--- config.mk ---
export PLATFORM = sky130hd
export DESIGN_NAME = bvs_top
export DESIGN_NICKNAME = d
export VERILOG_FILES = /design/src/inc/bvs_pkg.sv /design/src/verilog/bvs_top.sv
export SDC_FILE = /design/constraint.sdc
export NUM_CORES = 1
export LEC_CHECK = 0
export ABC_AREA = 1
export BUFFER_PORTS_ARGS = -buffer_cell sky130_fd_sc_hd__buf_2
export CAP_MARGIN = 10
export CELL_PAD_IN_SITES_DETAIL_PLACEMENT = 1
export CELL_PAD_IN_SITES_GLOBAL_PLACEMENT = 1
export CORE_UTILIZATION = 30
export DETAILED_ROUTE_END_ITERATION = 10
export PLACE_DENSITY = 0.74
export SYNTH_ARGS = -nofsm -noshare
export SYNTH_HDL_FRONTEND = slang
export SYNTH_SLANG_ARGS = --single-unit
--- constraint.sdc ---
create_clock -name i_clk_sys -period 1 [get_ports i_clk_sys]
set_input_delay 0.1 -clock i_clk_sys [delete_from_list [all_inputs] [get_ports i_clk_sys]]
set_output_delay 0.1 -clock i_clk_sys [all_outputs]
set_load 0.02 [all_outputs]
--- src/inc/bvs_pkg.sv ---
package bvs_pkg;

  // ------------------------------------------------------------------------
  // Register map
  // ------------------------------------------------------------------------
  localparam logic [11:0] SW_CTL_OFS = 12'h000;
  localparam logic [11:0] BOOT_VECTOR_STATUS_OFS = 12'h004;

  // ------------------------------------------------------------------------
  // Switch control register fields
  // ------------------------------------------------------------------------
  localparam int CTL_RESET_HOLD_BIT = 2;
  localparam int CTL_BCAST_DROP_BIT = 19;
  localparam logic [31:0] CTL_RESET = 32'h0000_0000;

  // ------------------------------------------------------------------------
  // Boot vector status fields
  // ------------------------------------------------------------------------
  localparam int BVS_MODE_LSB = 0;
  localparam int BVS_MODE_W = 4;
  localparam int BVS_GCLK_BIT = 4;
  localparam int BVS_MADDR_LSB = 7;
  localparam int BVS_MADDR_W = 4;
  localparam int BVS_MSLOW_BIT = 11;
  localparam int BVS_SADDR_LSB = 12;
  localparam int BVS_SADDR_W = 4;
  localparam int BVS_HOLD_BIT = 16;
  localparam int BVS_CLOCKING_MODE_STRAP_LSB = 21;
  localparam int BVS_CLOCKING_MODE_STRAP_W = 3;
  localparam int BVS_MERGE_LSB = 24;
  localparam int BVS_MERGE_W = 8;

  // ------------------------------------------------------------------------
  // Message routing
  // ------------------------------------------------------------------------
  // Vendor-defined Type 1 message, routed as broadcast from root.
  localparam logic [7:0] TLP_TYPE_VDM1_BCAST = 8'h7B;
  localparam logic [1:0] FUND_RST_HOLD = 2'h3;

endpackage

--- src/verilog/bvs_top.sv ---
`timescale 1ns/1ps
// What this block does
// - With drop bit 19 set, upstream vendor Type 1 broadcasts are not forwarded.
// - A dropped message still returns its credits, is discarded, flags no error.
// - The drop bit is software read/write and resets to zero.
// - Boot vector status fields hold reset-sampled straps; writes never change them.
// - Bits 3:0 report the sampled switch mode strap.
// - Bit 4 reports the clock frequency strap; bits 6:5 read zero.
// - Bits 10:7 report master SMBus address bits 1 to 4.
// - Bit 11 reports the master SMBus slow mode strap.
// - Bits 15:12 report slave SMBus address bits 5, 1, 2, 3.
// - Bits 24 to 31 report the eight port-pair merge straps.
// - Reset hold control starts from its strap; holds the core after fundamental reset until cleared.
module bvs_top (
  // Clock and reset.
  input wire logic i_clk_sys,
  input wire logic i_srst,
  // Fundamental reset level from the pad.
  input wire logic i_fund_rst,
  // Boot strap pins.
  input wire logic [3:0] i_switch_op_mode_strap,
  input wire logic i_global_clk_freq_strap,
  input wire logic [3:0] i_master_smbus_addr_strap,
  input wire logic i_master_smbus_slow_strap,
  input wire logic [3:0] i_slave_smbus_addr_strap,
  input wire logic i_reset_hold_strap,
  input wire logic [2:0] i_clocking_mode_strap,
  input wire logic [7:0] i_merge_pairs_strap,
  // Register port.
  input wire logic [11:0] i_addr,
  input wire logic [31:0] i_wdata,
  input wire logic i_wr,
  input wire logic i_rd,
  output logic [31:0] o_rdata,
  // Upstream received message stream.
  input wire logic i_msg_valid,
  input wire logic [7:0] i_msg_type,
  input wire logic [31:0] i_msg_data,
  input wire logic i_msg_last,
  // Downstream forward stream.
  output logic o_fwd_valid,
  output logic [31:0] o_fwd_data,
  output logic o_fwd_last,
  // Credit return for each consumed upstream word.
  output logic o_credit_ret,
  // Core hold during fundamental reset, and after it until halt is cleared.
  output logic o_core_hold
);

  // ------------------------------------------------------------------------
  // Strap and reset synchronisers
  // ------------------------------------------------------------------------
  localparam int SW = 26;
  logic [SW-1:0] strap_raw;
  logic [SW-1:0] strap_s1_q;
  logic [SW-1:0] strap_s2_q;
  logic [1:0] frst_sync_q;
  logic frst_s2;

  assign strap_raw = {i_merge_pairs_strap, i_clocking_mode_strap,
                      i_reset_hold_strap, i_slave_smbus_addr_strap,
                      i_master_smbus_slow_strap, i_master_smbus_addr_strap,
                      i_global_clk_freq_strap, i_switch_op_mode_strap};
  assign frst_s2 = frst_sync_q[1];

  // Two flops on every pad before anything looks at it.
  always_ff @(posedge i_clk_sys) begin
    strap_s1_q <= strap_raw;
    strap_s2_q <= strap_s1_q;
    frst_sync_q <= {frst_sync_q[0], i_fund_rst};
  end

  // ------------------------------------------------------------------------
  // Captured boot vector
  // ------------------------------------------------------------------------
  logic [SW-1:0] vec_q;
  logic [SW-1:0] vec_d;

  // Track straps while fundamental reset is asserted; freeze after release.
  assign vec_d = frst_s2 ? strap_s2_q : vec_q;

  // Register port writes never reach the vector.
  always_ff @(posedge i_clk_sys) begin
    if (i_srst) begin
      vec_q <= '0;
    end else begin
      vec_q <= vec_d;
    end
  end

  // Status word layout.
  logic [31:0] status_word;
  assign status_word[bvs_pkg::BVS_MODE_LSB +: bvs_pkg::BVS_MODE_W] =
    vec_q[3:0];
  assign status_word[bvs_pkg::BVS_GCLK_BIT] = vec_q[4];
  assign status_word[6:5] = 2'h0;
  assign status_word[bvs_pkg::BVS_MADDR_LSB +: bvs_pkg::BVS_MADDR_W] =
    vec_q[8:5];
  assign status_word[bvs_pkg::BVS_MSLOW_BIT] = vec_q[9];
  // Slave address strap order is address bits 5, 1, 2, 3 from the pins.
  assign status_word[bvs_pkg::BVS_SADDR_LSB +: bvs_pkg::BVS_SADDR_W] =
    vec_q[13:10];
  assign status_word[bvs_pkg::BVS_HOLD_BIT] = vec_q[14];
  assign status_word[20:17] = 4'h0;
  assign status_word[bvs_pkg::BVS_CLOCKING_MODE_STRAP_LSB +: bvs_pkg::BVS_CLOCKING_MODE_STRAP_W] =
    vec_q[17:15];
  assign status_word[bvs_pkg::BVS_MERGE_LSB +: bvs_pkg::BVS_MERGE_W] =
    vec_q[25:18];

  // ------------------------------------------------------------------------
  // Switch control register
  // ------------------------------------------------------------------------
  logic drop_q;
  logic drop_d;
  logic hold_q;
  logic hold_d;
  logic ctl_wr;
  logic frst_fall_q;
  logic [31:0] ctl_word;

  assign ctl_wr = i_wr && (i_addr == bvs_pkg::SW_CTL_OFS);
  assign drop_d = ctl_wr ? i_wdata[bvs_pkg::CTL_BCAST_DROP_BIT] : drop_q;
  // While fundamental reset is held the halt bit follows its strap.
  assign hold_d = frst_s2 ? strap_s2_q[14] :
                  ctl_wr ? i_wdata[bvs_pkg::CTL_RESET_HOLD_BIT] : hold_q;

  // Drop bit resets to forward; halt bit resets to zero and is loaded from the strap.
  always_ff @(posedge i_clk_sys) begin
    if (i_srst) begin
      drop_q <= bvs_pkg::CTL_RESET[bvs_pkg::CTL_BCAST_DROP_BIT];
      hold_q <= bvs_pkg::CTL_RESET[bvs_pkg::CTL_RESET_HOLD_BIT];
    end else begin
      drop_q <= drop_d;
      hold_q <= hold_d;
    end
  end

  // Only the implemented bits appear; all others read zero.
  always_comb begin
    ctl_word = '0;
    ctl_word[bvs_pkg::CTL_BCAST_DROP_BIT] = drop_q;
    ctl_word[bvs_pkg::CTL_RESET_HOLD_BIT] = hold_q;
  end

  // Fundamental reset sequence: core stays held until the halt bit clears.
  logic core_hold_d;
  logic core_hold_q;
  assign core_hold_d = frst_s2 || (core_hold_q && hold_q);

  always_ff @(posedge i_clk_sys) begin
    if (i_srst) begin
      core_hold_q <= 1'b1;
      frst_fall_q <= 1'b0;
    end else begin
      core_hold_q <= core_hold_d;
      frst_fall_q <= frst_s2;
    end
  end

  // ------------------------------------------------------------------------
  // Register read port
  // ------------------------------------------------------------------------
  logic [31:0] rdata_d;
  assign rdata_d = !i_rd ? 32'h0000_0000 :
    (i_addr == bvs_pkg::SW_CTL_OFS) ? ctl_word :
    (i_addr == bvs_pkg::BOOT_VECTOR_STATUS_OFS) ? status_word :
    32'h0000_0000;

  always_ff @(posedge i_clk_sys) begin
    if (i_srst) begin
      o_rdata <= '0;
    end else begin
      o_rdata <= rdata_d;
    end
  end

  // ------------------------------------------------------------------------
  // Upstream broadcast filter
  // ------------------------------------------------------------------------
  logic in_drop_q;
  logic in_drop_d;
  logic in_sop_q;
  logic word_drop;
  logic is_bcast;

  // Decision is made on the first word and held across the message.
  assign is_bcast = (i_msg_type == bvs_pkg::TLP_TYPE_VDM1_BCAST);
  assign word_drop = in_sop_q ? (drop_q && is_bcast) : in_drop_q;
  assign in_drop_d = (i_msg_valid && in_sop_q) ? word_drop : in_drop_q;

  always_ff @(posedge i_clk_sys) begin
    if (i_srst) begin
      in_sop_q <= 1'b1;
      in_drop_q <= 1'b0;
    end else begin
      in_drop_q <= in_drop_d;
      if (i_msg_valid) begin
        in_sop_q <= i_msg_last;
      end
    end
  end

  // Dropped words never reach downstream; credits return regardless.
  always_ff @(posedge i_clk_sys) begin
    if (i_srst) begin
      o_fwd_valid <= 1'b0;
      o_fwd_data <= '0;
      o_fwd_last <= 1'b0;
      o_credit_ret <= 1'b0;
    end else begin
      o_fwd_valid <= i_msg_valid && !word_drop;
      o_fwd_data <= word_drop ? '0 : i_msg_data;
      o_fwd_last <= i_msg_valid && !word_drop && i_msg_last;
      o_credit_ret <= i_msg_valid;
    end
  end

  assign o_core_hold = core_hold_q;

  // ------------------------------------------------------------------------
  // Checks
  // ------------------------------------------------------------------------
  AST_DROP_NO_FWD: assert property (@(posedge i_clk_sys) disable iff (i_srst)
    (i_msg_valid && in_sop_q && is_bcast && drop_q) |=> !o_fwd_valid)
    else $error("Dropped broadcast was forwarded.");

  AST_CREDIT_RET: assert property (@(posedge i_clk_sys) disable iff (i_srst)
    i_msg_valid |=> o_credit_ret)
    else $error("Credit not returned for a consumed word.");

  AST_DROP_RESET: assert property (@(posedge i_clk_sys)
    i_srst |=> !drop_q)
    else $error("Drop bit not cleared by reset.");

  AST_VEC_STABLE: assert property (@(posedge i_clk_sys) disable iff (i_srst)
    (!frst_s2 && !$past(frst_s2)) |-> $stable(vec_q))
    else $error("Boot vector changed outside fundamental reset.");

  AST_MODE_READ: assert property (@(posedge i_clk_sys) disable iff (i_srst)
    (i_rd && i_addr == bvs_pkg::BOOT_VECTOR_STATUS_OFS && !frst_s2)
    |=> o_rdata[3:0] == vec_q[3:0] && o_rdata[6:5] == 2'h0)
    else $error("Mode field or zero bits read wrong.");

  AST_MERGE_READ: assert property (@(posedge i_clk_sys) disable iff (i_srst)
    (i_rd && i_addr == bvs_pkg::BOOT_VECTOR_STATUS_OFS && !frst_s2)
    |=> o_rdata[31:24] == vec_q[25:18])
    else $error("Merge straps read wrong.");

  AST_SADDR_READ: assert property (@(posedge i_clk_sys) disable iff (i_srst)
    (i_rd && i_addr == bvs_pkg::BOOT_VECTOR_STATUS_OFS && !frst_s2)
    |=> o_rdata[15:7] == vec_q[13:5])
    else $error("SMBus straps read wrong.");

  AST_CTL_RSVD: assert property (@(posedge i_clk_sys) disable iff (i_srst)
    (i_rd && i_addr == bvs_pkg::SW_CTL_OFS)
    |=> o_rdata[31:20] == 12'h000)
    else $error("Reserved control bits not zero.");

  AST_HOLD_LOAD: assert property (@(posedge i_clk_sys) disable iff (i_srst)
    frst_s2 |=> hold_q == $past(strap_s2_q[14]))
    else $error("Halt bit not loaded from strap.");

  AST_HOLD_CORE: assert property (@(posedge i_clk_sys) disable iff (i_srst)
    (frst_fall_q && !frst_s2 && hold_q && core_hold_q) |=> o_core_hold)
    else $error("Core released while halt bit set.");

  // Single-bit status fields and the clock mode field read back as captured.
  AST_FLAG_READ: assert property (
    @(posedge i_clk_sys) disable iff (i_srst)
    (i_rd && i_addr == bvs_pkg::BOOT_VECTOR_STATUS_OFS && !frst_s2)
    |=> o_rdata[4] == vec_q[4] && o_rdata[11] == vec_q[9]
    && o_rdata[16] == vec_q[14] && o_rdata[23:21] == vec_q[17:15])
    else $error("Single-bit or clock mode strap read wrong.");

  AST_STS_RSVD: assert property (
    @(posedge i_clk_sys) disable iff (i_srst)
    (i_rd && i_addr == bvs_pkg::BOOT_VECTOR_STATUS_OFS)
    |=> o_rdata[20:17] == 4'h0)
    else $error("Reserved status bits not zero.");

  AST_RDATA_IDLE: assert property (
    @(posedge i_clk_sys) disable iff (i_srst)
    !i_rd |=> o_rdata == 32'h0000_0000)
    else $error("Read data not zero outside a read.");

  AST_DROP_WRITE: assert property (
    @(posedge i_clk_sys) disable iff (i_srst)
    ctl_wr |=> drop_q == $past(i_wdata[bvs_pkg::CTL_BCAST_DROP_BIT]))
    else $error("Drop bit did not take the written value.");

  AST_FWD_PASS: assert property (
    @(posedge i_clk_sys) disable iff (i_srst)
    (i_msg_valid && !word_drop)
    |=> o_fwd_valid && o_fwd_data == $past(i_msg_data))
    else $error("Kept word was not forwarded intact.");

  AST_DROP_DATA: assert property (
    @(posedge i_clk_sys) disable iff (i_srst)
    (i_msg_valid && word_drop)
    |=> !o_fwd_valid && !o_fwd_last && o_fwd_data == 32'h0000_0000)
    else $error("Dropped word contents leaked downstream.");

  AST_HOLD_FRST: assert property (
    @(posedge i_clk_sys) disable iff (i_srst)
    frst_s2 |=> o_core_hold)
    else $error("Core not held during fundamental reset.");

endmodule

==> run metrics <==
CP required 1.34 ns; total power draw 14.2 mW; clock buffer depth 2; final WL 11.5 mm; TritonCTS buffer count 17; initial antenna violation count 0; Synth warnings 0; clock root buffer master clkbuf_16; CP cell instances inv_2, a21oi_4, nand2_2, buf_12, nor2_1; Achievable Freq 927 MHz; synth top area cells dfxtp_1 (72%), inv_1 (6.5%), nor2_1 (4.4%), a21oi_1 (3.7%), o21ai_0 (3.3%); Worst Path Max Fanout 32; most frequent cells in the layout dfxtp_1 (125), buf_2 (89), inv_1 (69); cell area after synthesis 4110 sq um; Vias 3312; GRT Overall Usage 17.1%; drt first-iter violations 151; IR drop worst, VDD 0.00118 V; largest net degree at the start of global routing 33; Gate Count Post-Synth 393; Placed Area 5090 sq um; slowest stage delay, CP 0.35 ns; Multi-input gate area 816 sq um; Crit Path Category register to register; GPL Wtd Cong 0.715; synth-to-layout area growth 63.2%; Clk Latency, worst-skew pair 0.41 ns; Sequential Area 2970 sq um; total gr overflow 0; post-synth cell types 20; Tmin final 1.08 ns; Finished Cell Area 6700 sq um; run status complete, but fails checks; RSZ-0062 raised after global routing true; DR vias/cell 4.09; PortBufs 149; postcts setup bufs 0; H-Tree Depth 4; Fillers 1450; IO Count 185; Clock Skew 0.00836 ns; Max Cap Viol 0; final hold vios 0; DIE AREA 14200 sq um; Worst Setup End Kind register; worst slack at placement -0.123 ns; first-pass iteration count of the detailed router 4; Avg Cell Area, Syn 10.4 sq um; post-route ant nets 0; Wirelength per Cell 14.2 um; Leakage 3.14 nW; Final Max Slew Viols 0; most common cell after layout, fill and taps aside dfxtp_1; diodes inserted 0; CTS sink cnt 147; share of cells above drive strength 1 39.1%; fin crit share 108%; die height 119 um; TritonCTS clock tree yes; PwrDens 2120 nW/um^2; Synth top area share 71.7%; nets@finish 740; clk slew on worst S/H paths 0.06 ns; violated checks negative setup slack; Seq/Total Area, Yosys 71.7%; worst hold slack 0.0302 ns; vias in the first global route 3717; crit start category register; post-synth top area cell dfxtp_1; crit path DAT 1.42 ns; die width 119 um; DRC 0; fin worst setup slack -0.0793 ns; Critical-path top delay cell dfxtp_2; Hold Path Class primary input to register; DP HPWL 6.67 mm; Synth Register Bits 147; core area 13300 sq um; FP Rows 42; Final setup viols 26; first-pass GRT wire length 18.2 mm; Initial Util 30.9%
[logic make-up (layout without fill, tap and decap cells)]
kind of cell           count (synthesis)  in the layout  synth area share (%)
AO/OA/AOI/OAI                         58             58                  7.10
buffers and inverters                 90            327                  9.66
flip-flops                           147            147                  71.7
other                                  1              5                0.0913
AND/OR/NAND/NOR                       97             97                  11.5
[layer usage]
layer / routed length, um / track usage [%]
met1: 4430 / 16.8
met2: 6000 / 31.1
met3: 805 / 6.08
met4: 278 / 9.26
met5: 0 / 0
[Yosys cell counts]
cell and instances:
inv_2 1, nor2_1 48, buf_6 5, nor2_2 18
buf_1 3, buf_4 5, o22ai_1 1, clkbuf_1 3
nor2_4 3, buf_2 2, inv_1 71, a21oi_1 30
conb_1 1, nand2_2 2, nand4_1 4, dfxtp_1 147
nor3b_2 2, nand2_1 14, nand3_1 6, o21ai_0 27
[flip-flops by register name (all words and copies together) (netlist names), 2 cells and up]
signal and flops:
o_fwd_data 32, o_rdata 27, strap_s1_q 26, strap_s2_q 26, vec_q 26, frst_sync_q 2
[critical path: cells and delay by family, from the launching register on]
kind                   cells  cell delay (ns)
and+or+nand+nor            2             0.23
DFF                        1             0.35
buffers and inverters      2             0.23
AOI/OAI and AO/OA          1             0.17
[worst paths after layout]
check,startpoint,depth (start not counted),slack (ns),endpoint
setup reg to reg,in_sop_q,5,-0.08,o_fwd_data[31]
hold reg to reg,strap_s1_q[10],0,0.32,strap_s2_q[10]
setup / recovery,in_sop_q,5,-0.08,o_fwd_data[31]
hold / removal,i_rd,3,0.03,o_rdata[2]
[final cells by class]
class | count | share of cell area (%)
Inverter | 72 | 4.03
Tap cell | 176 | 3.29
Clock buffer | 21 | 7.02
Timing Repair Buffer | 225 | 26.5
Multi-Input combinational cell | 160 | 12.2
Sequential cell | 147 | 44.3
Clock inverter | 9 | 2.63
[power by group]
group | internal, mW | leakage [nW] | switching [mW] | total (mW)
Combinational | 0.539 | 1.60 | 0.521 | 1.06
Sequential | 6.14 | 1.23 | 0.0931 | 6.24
Clock | 4.60 | 0.315 | 2.32 | 6.92
Total | 11.3 | 3.14 | 2.94 | 14.2
[metrics by stage]
step / TNS (ns) / std cells / util, %
2_1_floorplan: 0 / 397 / -
3_3_place_gp: -0.617 / 715 / 38.3
3_5_place_dp: -4.31 / 715 / 38.3
4_1_cts: -0.111 / 810 / 49.2
5_1_grt: -1.85 / 810 / 50.4
6_report: -0.771 / 810 / 50.4
[repair_timing]
action / in CTS / in global routing
pin swaps: 2 / 1
gates cloned: 0 / 0
resized for setup: 59 / 65
endpoints found under the hold margin: 66 / 0
endpoints found under the setup margin: 73 / 83
hold buffers: 65 / 0
Power figures use the tool's default switching activity.
